### src/ppcb_pkg.sv
// shared constants and types for the phase pwm compare buffers
package ppcb_pkg;

	// ----------------------------------------------------------------
	// register map (byte addresses)
	// ----------------------------------------------------------------
	localparam int unsigned ADDR_W = 8;
	localparam logic [7:0] OFS_CMP_U = 8'h00;
	localparam logic [7:0] OFS_CMP_V = 8'h04;
	localparam logic [7:0] OFS_PERIOD = 8'h08;
	localparam logic [7:0] OFS_MODE = 8'h0C;
	localparam logic [7:0] OFS_COUNT = 8'h10;

	// ----------------------------------------------------------------
	// fields and reset values
	// ----------------------------------------------------------------
	localparam int unsigned MODE_TRI_BIT = 0;
	localparam int unsigned MODE_CLKSEL_BIT = 1;
	localparam int unsigned MODE_TIMING_LSB = 2;
	localparam int unsigned MODE_RUN_BIT = 4;
	localparam logic [1:0] TIMING_HALF = 2'h0;
	localparam logic [15:0] CMP_RST = 16'h0000;
	localparam logic [15:0] PRD_RST = 16'h0000;
	localparam logic [15:0] PRD_MIN = 16'h0010;
	localparam logic [4:0] MODE_RST = 5'h00;

	// ----------------------------------------------------------------
	// count resolution, given at the 80 MHz reference system clock
	// ----------------------------------------------------------------
	localparam int unsigned REF_MHZ = 80;
	localparam int unsigned RES_SAW_FAST_PS = 12500;
	localparam int unsigned RES_TRI_FAST_PS = 25000;
	localparam int unsigned RES_SAW_SLOW_PS = 50000;
	localparam int unsigned RES_TRI_SLOW_PS = 100000;
	localparam logic [3:0] DIV_SAW_FAST =
		4'(RES_SAW_FAST_PS * REF_MHZ / 1000000);
	localparam logic [3:0] DIV_TRI_FAST =
		4'(RES_TRI_FAST_PS * REF_MHZ / 1000000);
	localparam logic [3:0] DIV_SAW_SLOW =
		4'(RES_SAW_SLOW_PS * REF_MHZ / 1000000);
	localparam logic [3:0] DIV_TRI_SLOW =
		4'(RES_TRI_SLOW_PS * REF_MHZ / 1000000);

	typedef enum logic {PPCB_DIR_UP, PPCB_DIR_DOWN} ppcb_dir_e;

endpackage

### src/ppcb_cmp_if.sv
// shared counter, transfer strobe and write data toward compare channels
`timescale 1ns/1ns
interface ppcb_cmp_if;
	logic [15:0] cnt;
	logic xfer;
	logic [15:0] wdata;
	modport ctrl (output cnt, output xfer, output wdata);
	modport chan (input cnt, input xfer, input wdata);
endinterface

### src/ppcb_tick.sv
// count tick prescaler
`timescale 1ns/1ns
module ppcb_tick
	import ppcb_pkg::*;
(
	input wire logic clock,
	input wire logic reset_n,
	input wire logic [3:0] div,
	input wire logic restart,
	output logic tick
);

	logic [3:0] cnt_r;

	always_ff @(posedge clock or negedge reset_n) begin
		if (!reset_n) begin
			cnt_r <= 4'h0;
		end else if (restart || cnt_r == 4'h0) begin
			cnt_r <= 4'(div - 4'h1);
		end else begin
			cnt_r <= 4'(cnt_r - 4'h1);
		end
	end

	assign tick = (cnt_r == 4'h0) && !restart;

endmodule

### src/ppcb_channel.sv
// one double-buffered compare channel
`timescale 1ns/1ns
module ppcb_channel
	import ppcb_pkg::*;
(
	input wire logic clock,
	input wire logic reset_n,
	ppcb_cmp_if.chan bus,
	input wire logic wr_en,
	output logic [15:0] buf_val,
	output logic [15:0] act_val,
	output logic pwm_out
);

	always_ff @(posedge clock or negedge reset_n) begin
		if (!reset_n) begin
			buf_val <= CMP_RST;
		end else if (wr_en) begin
			buf_val <= bus.wdata;
		end
	end

	// a write in a transfer cycle lands at the next transfer
	always_ff @(posedge clock or negedge reset_n) begin
		if (!reset_n) begin
			act_val <= CMP_RST;
		end else if (bus.xfer) begin
			act_val <= buf_val;
		end
	end

	always_ff @(posedge clock or negedge reset_n) begin
		if (!reset_n) begin
			pwm_out <= 1'b0;
		end else begin
			pwm_out <= bus.cnt < act_val;
		end
	end
endmodule

### src/ppcb_top.sv
// phase pwm compare buffers: registers, shared counter, u and v channels
// Behaviour
// - compare registers hold 16-bit width value low; upper bits read zero
// - clock select clear: count step 12.5ns sawtooth, 25ns triangle at 80MHz
// - clock select set: count step 50ns sawtooth, 100ns triangle at 80MHz
// - u active compare value sets u-phase pulse width
// - pulse formed by comparing active value against running counter
// - values double-buffered; writes never disturb active comparison
// - buffer copied to active latch when counter equals period
// - half-cycle timing code 00 also copies when counter equals one
// - reading a compare register returns the buffered value
// - shared counter is 16-bit read-only count of ticks
// - period below 0x10 counts as 0x10, written value reads back
`timescale 1ns/1ns
module ppcb_top
	import ppcb_pkg::*;
(
	input wire logic clock,
	input wire logic reset_n,
	input wire logic [ADDR_W-1:0] addr,
	input wire logic [31:0] wr_data,
	input wire logic wr_strobe,
	input wire logic rd_strobe,
	output logic [31:0] rd_data,
	output logic pwm_u,
	output logic pwm_v,
	output logic period_match
);

	// ----------------------------------------------------------------
	// declarations
	// ----------------------------------------------------------------
	localparam int unsigned NCH = 2;

	ppcb_cmp_if cmp_bus ();

	logic [15:0] prd_r;
	logic tri_r;
	logic clksel_r;
	logic [1:0] timing_r;
	logic run_r;
	logic [15:0] cnt_r;
	ppcb_dir_e dir_r;
	logic [31:0] rd_data_r;
	logic [15:0] prd_eff;
	logic [3:0] div;
	logic tick;
	logic restart;
	logic mode_wr;
	logic at_top;
	logic at_one;
	logic xfer;
	logic [NCH-1:0] wr_ch;
	logic [NCH-1:0] pwm_ch;
	logic [15:0] buf_val [NCH];
	logic [15:0] act_val [NCH];

	// ----------------------------------------------------------------
	// register writes
	// ----------------------------------------------------------------
	// byte lanes are not decoded; partial accesses are not supported
	assign wr_ch[0] = wr_strobe && addr == OFS_CMP_U;
	assign wr_ch[1] = wr_strobe && addr == OFS_CMP_V;
	assign mode_wr = wr_strobe && addr == OFS_MODE;

	always_ff @(posedge clock or negedge reset_n) begin
		if (!reset_n) begin
			prd_r <= PRD_RST;
		end else if (wr_strobe && addr == OFS_PERIOD) begin
			prd_r <= wr_data[15:0];
		end
	end

	always_ff @(posedge clock or negedge reset_n) begin
		if (!reset_n) begin
			{run_r, timing_r, clksel_r, tri_r} <= MODE_RST;
		end else if (mode_wr) begin
			tri_r <= wr_data[MODE_TRI_BIT];
			clksel_r <= wr_data[MODE_CLKSEL_BIT];
			timing_r <= wr_data[MODE_TIMING_LSB +: 2];
			run_r <= wr_data[MODE_RUN_BIT];
		end
	end

	// ----------------------------------------------------------------
	// register reads
	// ----------------------------------------------------------------
	always_ff @(posedge clock or negedge reset_n) begin
		if (!reset_n) begin
			rd_data_r <= 32'h0000_0000;
		end else if (rd_strobe) begin
			case (addr)
				OFS_CMP_U: rd_data_r <= {16'h0000, buf_val[0]};
				OFS_CMP_V: rd_data_r <= {16'h0000, buf_val[1]};
				OFS_PERIOD: rd_data_r <= {16'h0000, prd_r};
				OFS_MODE: rd_data_r <= {27'h0000000, run_r, timing_r,
					clksel_r, tri_r};
				OFS_COUNT: rd_data_r <= {16'h0000, cnt_r};
				default: rd_data_r <= 32'h0000_0000;
			endcase
		end else begin
			rd_data_r <= 32'h0000_0000;
		end
	end

	assign rd_data = rd_data_r;

	// ----------------------------------------------------------------
	// count resolution
	// ----------------------------------------------------------------
	always_comb begin
		case ({clksel_r, tri_r})
			2'b00: div = DIV_SAW_FAST;
			2'b01: div = DIV_TRI_FAST;
			2'b10: div = DIV_SAW_SLOW;
			2'b11: div = DIV_TRI_SLOW;
			default: div = DIV_SAW_FAST;
		endcase
	end

	// restart realigns the prescaler; the first step after a mode write still has the old resolution's length
	assign restart = !run_r || mode_wr;

	ppcb_tick u_tick (
		.clock(clock),
		.reset_n(reset_n),
		.div(div),
		.restart(restart),
		.tick(tick)
	);

	// ----------------------------------------------------------------
	// shared counter
	// ----------------------------------------------------------------
	assign prd_eff = (prd_r < PRD_MIN) ? PRD_MIN : prd_r;
	// >= so a period lowered below the count still wraps at once
	assign at_top = cnt_r >= prd_eff;
	assign at_one = cnt_r == 16'h0001;

	always_ff @(posedge clock or negedge reset_n) begin
		if (!reset_n) begin
			cnt_r <= 16'h0000;
			dir_r <= PPCB_DIR_UP;
		end else if (!run_r) begin
			cnt_r <= 16'h0000;
			dir_r <= PPCB_DIR_UP;
		end else if (tick) begin
			if (!tri_r) begin
				cnt_r <= at_top ? 16'h0000 : 16'(cnt_r + 16'h0001);
				dir_r <= PPCB_DIR_UP;
			end else begin
				case (dir_r)
					PPCB_DIR_UP: begin
						if (at_top) begin
							cnt_r <= 16'(prd_eff - 16'h0001);
							dir_r <= PPCB_DIR_DOWN;
						end else begin
							cnt_r <= 16'(cnt_r + 16'h0001);
						end
					end
					PPCB_DIR_DOWN: begin
						if (cnt_r == 16'h0000) begin
							cnt_r <= 16'h0001;
							dir_r <= PPCB_DIR_UP;
						end else begin
							cnt_r <= 16'(cnt_r - 16'h0001);
						end
					end
					default: begin
						cnt_r <= 16'h0000;
						dir_r <= PPCB_DIR_UP;
					end
				endcase
			end
		end
	end

	// ----------------------------------------------------------------
	// buffer to latch transfer
	// ----------------------------------------------------------------
	assign xfer = run_r && tick &&
		(cnt_r == prd_eff || (timing_r == TIMING_HALF && at_one));
	assign period_match = run_r && tick && cnt_r == prd_eff;

	assign cmp_bus.cnt = cnt_r;
	assign cmp_bus.xfer = xfer;
	assign cmp_bus.wdata = wr_data[15:0];

	// ----------------------------------------------------------------
	// compare channels: 0 = u phase, 1 = v phase
	// ----------------------------------------------------------------
	for (genvar ch = 0; ch < NCH; ch++) begin : g_ch
		ppcb_channel u_ch (
			.clock(clock),
			.reset_n(reset_n),
			.bus(cmp_bus.chan),
			.wr_en(wr_ch[ch]),
			.buf_val(buf_val[ch]),
			.act_val(act_val[ch]),
			.pwm_out(pwm_ch[ch])
		);
	end

	assign pwm_u = pwm_ch[0];
	assign pwm_v = pwm_ch[1];

	// ----------------------------------------------------------------
	// checks
	// ----------------------------------------------------------------
	logic [3:0] gap_r;
	logic cfg_chg_r;

	always_ff @(posedge clock or negedge reset_n) begin
		if (!reset_n) begin
			gap_r <= 4'h0;
		end else if (tick) begin
			gap_r <= 4'h1;
		end else if (gap_r != 4'hF) begin
			gap_r <= 4'(gap_r + 4'h1);
		end
	end

	always_ff @(posedge clock or negedge reset_n) begin
		if (!reset_n) begin
			cfg_chg_r <= 1'b1;
		end else if (restart) begin
			cfg_chg_r <= 1'b1;
		end else if (tick) begin
			cfg_chg_r <= 1'b0;
		end
	end
endmodule

### config.mk
export PLATFORM = sky130hd
export DESIGN_NAME = ppcb_top
export DESIGN_NICKNAME = d
export VERILOG_FILES = /design/src/ppcb_pkg.sv /design/src/ppcb_cmp_if.sv /design/src/ppcb_tick.sv /design/src/ppcb_channel.sv /design/src/ppcb_top.sv
export SDC_FILE = /design/constraint.sdc
export NUM_CORES = 1
export LEC_CHECK = 0
export ABC_AREA = 0
export BUFFER_PORTS_ARGS = -buffer_cell sky130_fd_sc_hd__buf_2
export CAP_MARGIN = 20
export CORE_MARGIN = 10
export CORE_UTILIZATION = 46
export DETAILED_ROUTE_END_ITERATION = 7
export MAX_ROUTING_LAYER = met4
export PLACE_DENSITY = 0.63
export SYNTH_ARGS = -nofsm -noshare
export SYNTH_HDL_FRONTEND = slang
export SYNTH_SLANG_ARGS = --single-unit
### constraint.sdc
create_clock -name clock -period 10.9 [get_ports clock]
set_clock_uncertainty 0.15 [all_clocks]
set_input_delay 2.725 -clock clock [delete_from_list [all_inputs] [get_ports clock]]
set_output_delay 2.725 -clock clock [all_outputs]
set_load 0.005 [all_outputs]
**After elaboration in Yosys (flattened, before gate mapping)**

Index checks and enable logic that the tools add are counted.
Widths: inputs -> output; s select.

- Bits in registers: 140
- Bits of input ports: 44
- Output and inout port bits: 35
- Logic and storage cells: 72

- Add/subtract/negate cells: 5
- $lt $le $gt $ge: 4
- Equality and inequality tests: 10
- Multiplexer cells: 18
- Bitwise logic cells: 1
- Reductions and logical operators: 19

Operator list:

| cell | count |
|---|---|
| $mux 16 | 7 |
| $pmux 16 s5 | 1 |
| $lt 16x16->1 | 2 |
| $mux 32 | 1 |
| $pmux 16 s2 | 1 |
| $sub 16x1->16 const B | 2 |
| $add 16x1->16 const B | 1 |
| $eq 16x1->1 const B | 1 |
| $eq 16x16->1 | 1 |
| $eq 8x4->1 const B | 2 |
| $ge 16x16->1 | 1 |
| $logic_not 16->1 | 1 |
| $lt 16x5->1 const B | 1 |
| $pmux 4 s4 | 1 |
| $logic_and 1x1->1 | 9 |
| $eq 8x3->1 const B | 1 |
| $eq 8x5->1 const B | 1 |
| $logic_not 8->1 | 1 |
| $sub 4x1->4 const B | 2 |
| $mux 1 | 5 |
| $eq 2x2->1 const B | 2 |
| $logic_not 2->1 | 2 |
| $logic_not 4->1 | 1 |
| $mux 4 | 1 |
| other kinds (6) | 9 |

**Longest topological paths before layout**

- Depth after elaboration: 8
- Depth in mapped cells: 13
- Gate-level depth less buffers: 12

**Cells and area by module**

A second synthesis with hierarchy kept.

- Cells, all modules: 782
- Area total of the unflattened synthesis: 7,519.7 um^2

Modules (own cells, without submodules):

| module | times used | cells each | area each (um^2) |
|---|---|---|---|
| ppcb_top | 1 | 484 | 4,182.8 |
| ppcb_channel | 2 | 137 | 1,545.2 |
| ppcb_tick | 1 | 24 | 246.5 |

**Worst setup path after synthesis**

OpenSTA, ideal clock, no wires.

- Path kind: input to output
- From: input addr[1]
- To: output period_match
- Arrival time: 3,846 ps
- Path slack: 4,179 ps
- Stages on the path: 5
- Buffers on the path: 1
- Cells stage by stage: nor4_4 -> nand3_1 -> nand3_1 -> buf_4 -> nor2_1

- Cells in the longest elaborated chain, start to end: 7

RTL lines:

| item | line | RTL |
|---|---|---|
| from (decl) | ppcb_top.sv:20 | `input wire logic [ADDR_W-1:0] addr,` |
| $eq 8x4->1 | ppcb_top.sv:64 | `assign mode_wr = wr_strobe && addr == OFS_MODE;` |
| $logic_and 1x1->1 | ppcb_top.sv:64 |  |
| $logic_or 1x1->1 | ppcb_top.sv:122 | `assign restart = !run_r \|\| mode_wr;` |
| $logic_not 1->1 | ppcb_tick.sv:25 | `assign tick = (cnt_r == 4'h0) && !restart;` |
| $logic_and 1x1->1 | ppcb_tick.sv:25 |  |
| $logic_and 1x1->1 (2 in series) | ppcb_top.sv:183 | `assign period_match = run_r && tick && cnt_r == prd_eff;` |
| to (decl) | ppcb_top.sv:27 | `output logic period_match` |

Every way passes these cells.

**Final worst setup path**

- From: input addr[3]
- To: output period_match

Same word-level chain as after synthesis.

==> Flow_metrics.wiki <==
{| class="wikitable"
! Metric !! Value
|-
| Maximum level of the CTS H-tree || 4
|-
| Setup TNS after final layout || 0 ns
|-
| Post-synthesis async set-or-reset flop share || 100%
|-
| Switching Power || 442 uW
|-
| WS Path Type || input port to output pin
|-
| Arrival time worst endpoint || 4.66 ns
|-
| Int Pwr || 980 uW
|-
| Number of standard cells in the layout, taps in and fillers out || 1,071
|-
| Number of synthesized register bits || 124
|-
| Number of filler instances in the final layout || 1,556
|-
| Count of port buffers added during placement || 46
|-
| Antenna diode count || 0
|-
| Post-synthesis cell area || 7670 um2
|-
| GRT overflow || 0
|-
| Type of element capturing the critical path || output pin
|-
| Part of the power in registers || 38.5%
|-
| Worst slew margin relative to its limit || 31.7%
|-
| Yosys top cell by area || dfrtp_1
|-
| I/O pin cnt || 79
|-
| Clock Power Share || 39.7%
|-
| Count of hold-fix buffers inserted at cts || 0
|-
| Post-CTS resize count || 0
|-
| Top cell type's share of synthesized area || 40.5%
|-
| EDFF count, synth || 0
|-
| Clock buffers created by TritonCTS || 17
|-
| Total via count after detailed routing || 6,282
|-
| Largest incremental delay on the critical path || 0.62 ns
|-
| Area growth from synthesis to layout || 12.0%
|-
| Pin slew with the least headroom to its limit || 1.02 ns
|-
| Type of element launching the critical path || input port
|-
| Area of the placeable core || 16,500 um2
|-
| Worst min-delay path class || flip-flop to flip-flop
|-
| Number of global-route vias before repair || 6,316
|-
| Chip height || 149 um
|-
| Primary flip-flop cell chosen by synthesis mapping || dfrtp_1
|-
| Setup repair after global routing missed its margin || false
|-
| Critical-path maximum fanout || 12
|-
| Fraction of final layout cells with drive strength greater than 1 || 18.9%
|-
| Post-layout min period || 7.53 ns
|-
| Static Leakage || 0.00415 uW
|-
| Critical-path cell list || buf_2 > nor3b_1 > nand3_1 > nand3_1 > nor2_1 > buf_2
|-
| Number of design rule violations left after detail routing || 0
|-
| Post-DP HPWL || 14,700 um
|-
| WHS Endpoint || g_ch[0].u_ch.act_val[12]
|-
| Status || finished, final reports clean
|-
| Max-capacitance violation count || 0
|-
| Largest net degree at the start of global routing || 67
|-
| Storage element area || 3100 um2
|-
| Syn avg cell area || 9.53 um2
|-
| Number of buffers and inverters on the critical path || 2
|-
| Highest ir drop seen on vdd || 125 uV
|-
| Terminus of the critical flop-to-flop path || cmp_bus.cnt[0]
|-
| Setup Buffers After CTS || 0
|-
| Share of the clock period used by the worst path || 69.1%
|-
| Placement Rows || 47
|-
| Combinational cell fraction of total power || 21.8%
|-
| Ratio of routed vias to standard cells || 5.87
|-
| Reg2reg start || prd_r[4]
|-
| Root buf cell || clkbuf_16
|-
| Routed wirelength normalized by instance count || 19.7 um
|-
| Start point of the worst hold path || g_ch[0].u_ch.buf_val[12]
|-
| Initial Utilization || 46.6%
|-
| Clock net sink count || 124
|-
| Total wire length || 21,100 um
|-
| Setup violations, final || 0
|-
| Die W || 149 um
|-
| Overall die area || 22,200 um2
|-
| Clock latency on the worst-skew pair || 0.43 ns
|-
| YS warnings || 0
|-
| Power Dens Cells || 166 nW/um2
|-
| Top Family by Delay on Critical Path || simple AND/OR/NAND/NOR gates
|-
| Number of DRC violations after detailed-routing iteration 0 || 545
|-
| Total count of hold-check failures in the final report || 0
|-
| First-pass GRT wire length || 34,000 um
|-
| Area of the multi-input gates || 4120 um2
|-
| Cell variety after synth || 71
|-
| Endpoint required time on the critical path || 8.03 ns
|-
| Cell count after synthesis || 804
|-
| Portion of the post-synthesis area used by sequential elements || 40.5%
|-
| Drt first pass iters || 6
|-
| Critical path startpoint || addr[3]
|-
| Final estimated routing congestion in global placement || 0.951
|-
| Flop-to-flop setup slack || 6.44 ns
|-
| Max Slew Vio Count || 0
|-
| Final #Nets || 935
|-
| Placed cell count || 1,039
|-
| Initial antenna violation count || 0
|-
| Clk buf depth || 2
|-
| Maximum clock frequency || 133 MHz
|-
| Fraction of power spent switching nets || 31.1%
|-
| Post-Route Hold Slack || 0.352 ns
|-
| Number of routed nets with antenna violations || 0
|-
| Hold Path Depth || 2
|-
| Slowest-stage cell, CP || nand3_1
|-
| All-Layer GR Usage || 19.9%
|-
| Clock slew at the register clock pins of the worst setup and hold paths || 0.06 ns
|-
| Register-to-Register Path Depth || 12
|-
| TritonCTS clock tree || done
|-
| Top cells by area, synth || dfrtp_1 (40%), ha_1 (8.5%), mux2_2 (8.1%), nand2_1 (4.0%), o21ai_0 (4.0%)
|}
## state kept, by name (all words and copies together), names as in the netlist
name               flops
tri_r                  1
rd_data               16
dir_r                  1
g_ch.u_ch.buf_val     32
prd_r                 16
timing_r               2
g_ch.u_ch.act_val     32
clksel_r               1
u_tick.cnt_r           4
run_r                  1
g_ch.u_ch.pwm_out      2
cmp_bus.cnt           16
## kinds of logic after synthesis
logic type / Yosys count / share of synthesized area [%]
flip-flops: 124 / 40.5
other: 1 / 0.0489
multiplexers: 63 / 9.12
XOR/XNOR: 20 / 2.28
buffers and inverters: 108 / 6.68
adder cells (fa/ha/maj): 52 / 8.49
AND/OR/NAND/NOR: 223 / 14.7
AO/OA/AOI/OAI: 213 / 18.2
## routing by layer
metal	GRT usage, %	routed length, um
met2	31.5	9940
met1	25.6	9700
met5	-	0
met4	5.79	253
met3	3.67	1200
## power by group through the flow
stage	sequential [uW]	clock, uW	combinational [uW]
2_1_floorplan	545	0	234
3_3_place_gp	554	0	301
3_5_place_dp	556	0	306
4_1_cts	548	572	308
5_1_grt	556	591	352
6_report	548	565	310
## area by class of cell
cell class,count,area share (%)
Clock buffer,20,5.43
Sequential cell,124,36.1
Tap cell,220,3.20
Inverter,52,2.27
Multi-Input combinational cell,587,47.9
Timing Repair Buffer,57,3.67
Clock inverter,11,1.38
## worst reg2reg max path: cells and delay by family, from the launching register on
kind	cells	cell delay, ns
AO/OA/AOI/OAI	3	1.39
adder cells (fa/ha/maj)	1	0.27
AND/OR/NAND/NOR	7	2.05
buffers and inverters	1	0.08
flip-flops	1	0.47
## cells in the mapped netlist (5+ instances only)
cell type and number:
nor4_1 12, o31ai_1 9, a21oi_1 51, nand3_1 21, and3_1 6, or4_1 5
nand2_1 82, inv_1 52, mux2i_1 8, xnor2_1 17, nand4_1 8, a222oi_1 11
nor2_1 33, o21ai_0 61, a21o_1 13, clkbuf_1 27, dfrtp_1 124, ha_1 52
buf_4 22, and2_1 5, a31oi_1 8, nor3_1 24, a22oi_1 11, o21ai_1 5
mux2_2 55
## how the worst max path moves through the flow
stage                   endpoint  cells after the start  slack [ns]
global route        period_match                      6        3.20
global placement    period_match                      6        3.43
finish              period_match                      6        3.37
floorplan           period_match                      5        4.18
detailed placement  period_match                      6        3.38
CTS                 period_match                      6        3.37
## placed cells by master, fill, tap and decap left out, drive strengths merged, types with 16 or more instances in the layout
cell type	n
xnor2	17
inv	52
buf	57
nor3	24
nor2	35
conb	16
nand3	21
a21oi	53
o21ai	67
dfrtp	124
mux2	55
clkbuf	20
nand2	82
ha	52
## metrics by stage
stage | worst slack [ns] | utilization (%) | cell area (um2) | power, uW
2_1_floorplan | 4.18 | - | 7720 | 779
3_3_place_gp | 3.43 | 48.6 | 8000 | 855
3_5_place_dp | 3.38 | 48.6 | 8000 | 861
4_1_cts | 3.37 | 52.1 | 8580 | 1430
5_1_grt | 3.20 | 52.2 | 8590 | 1500
6_report | 3.37 | 52.2 | 8590 | 1420
Power figures use the tool's default switching activity.
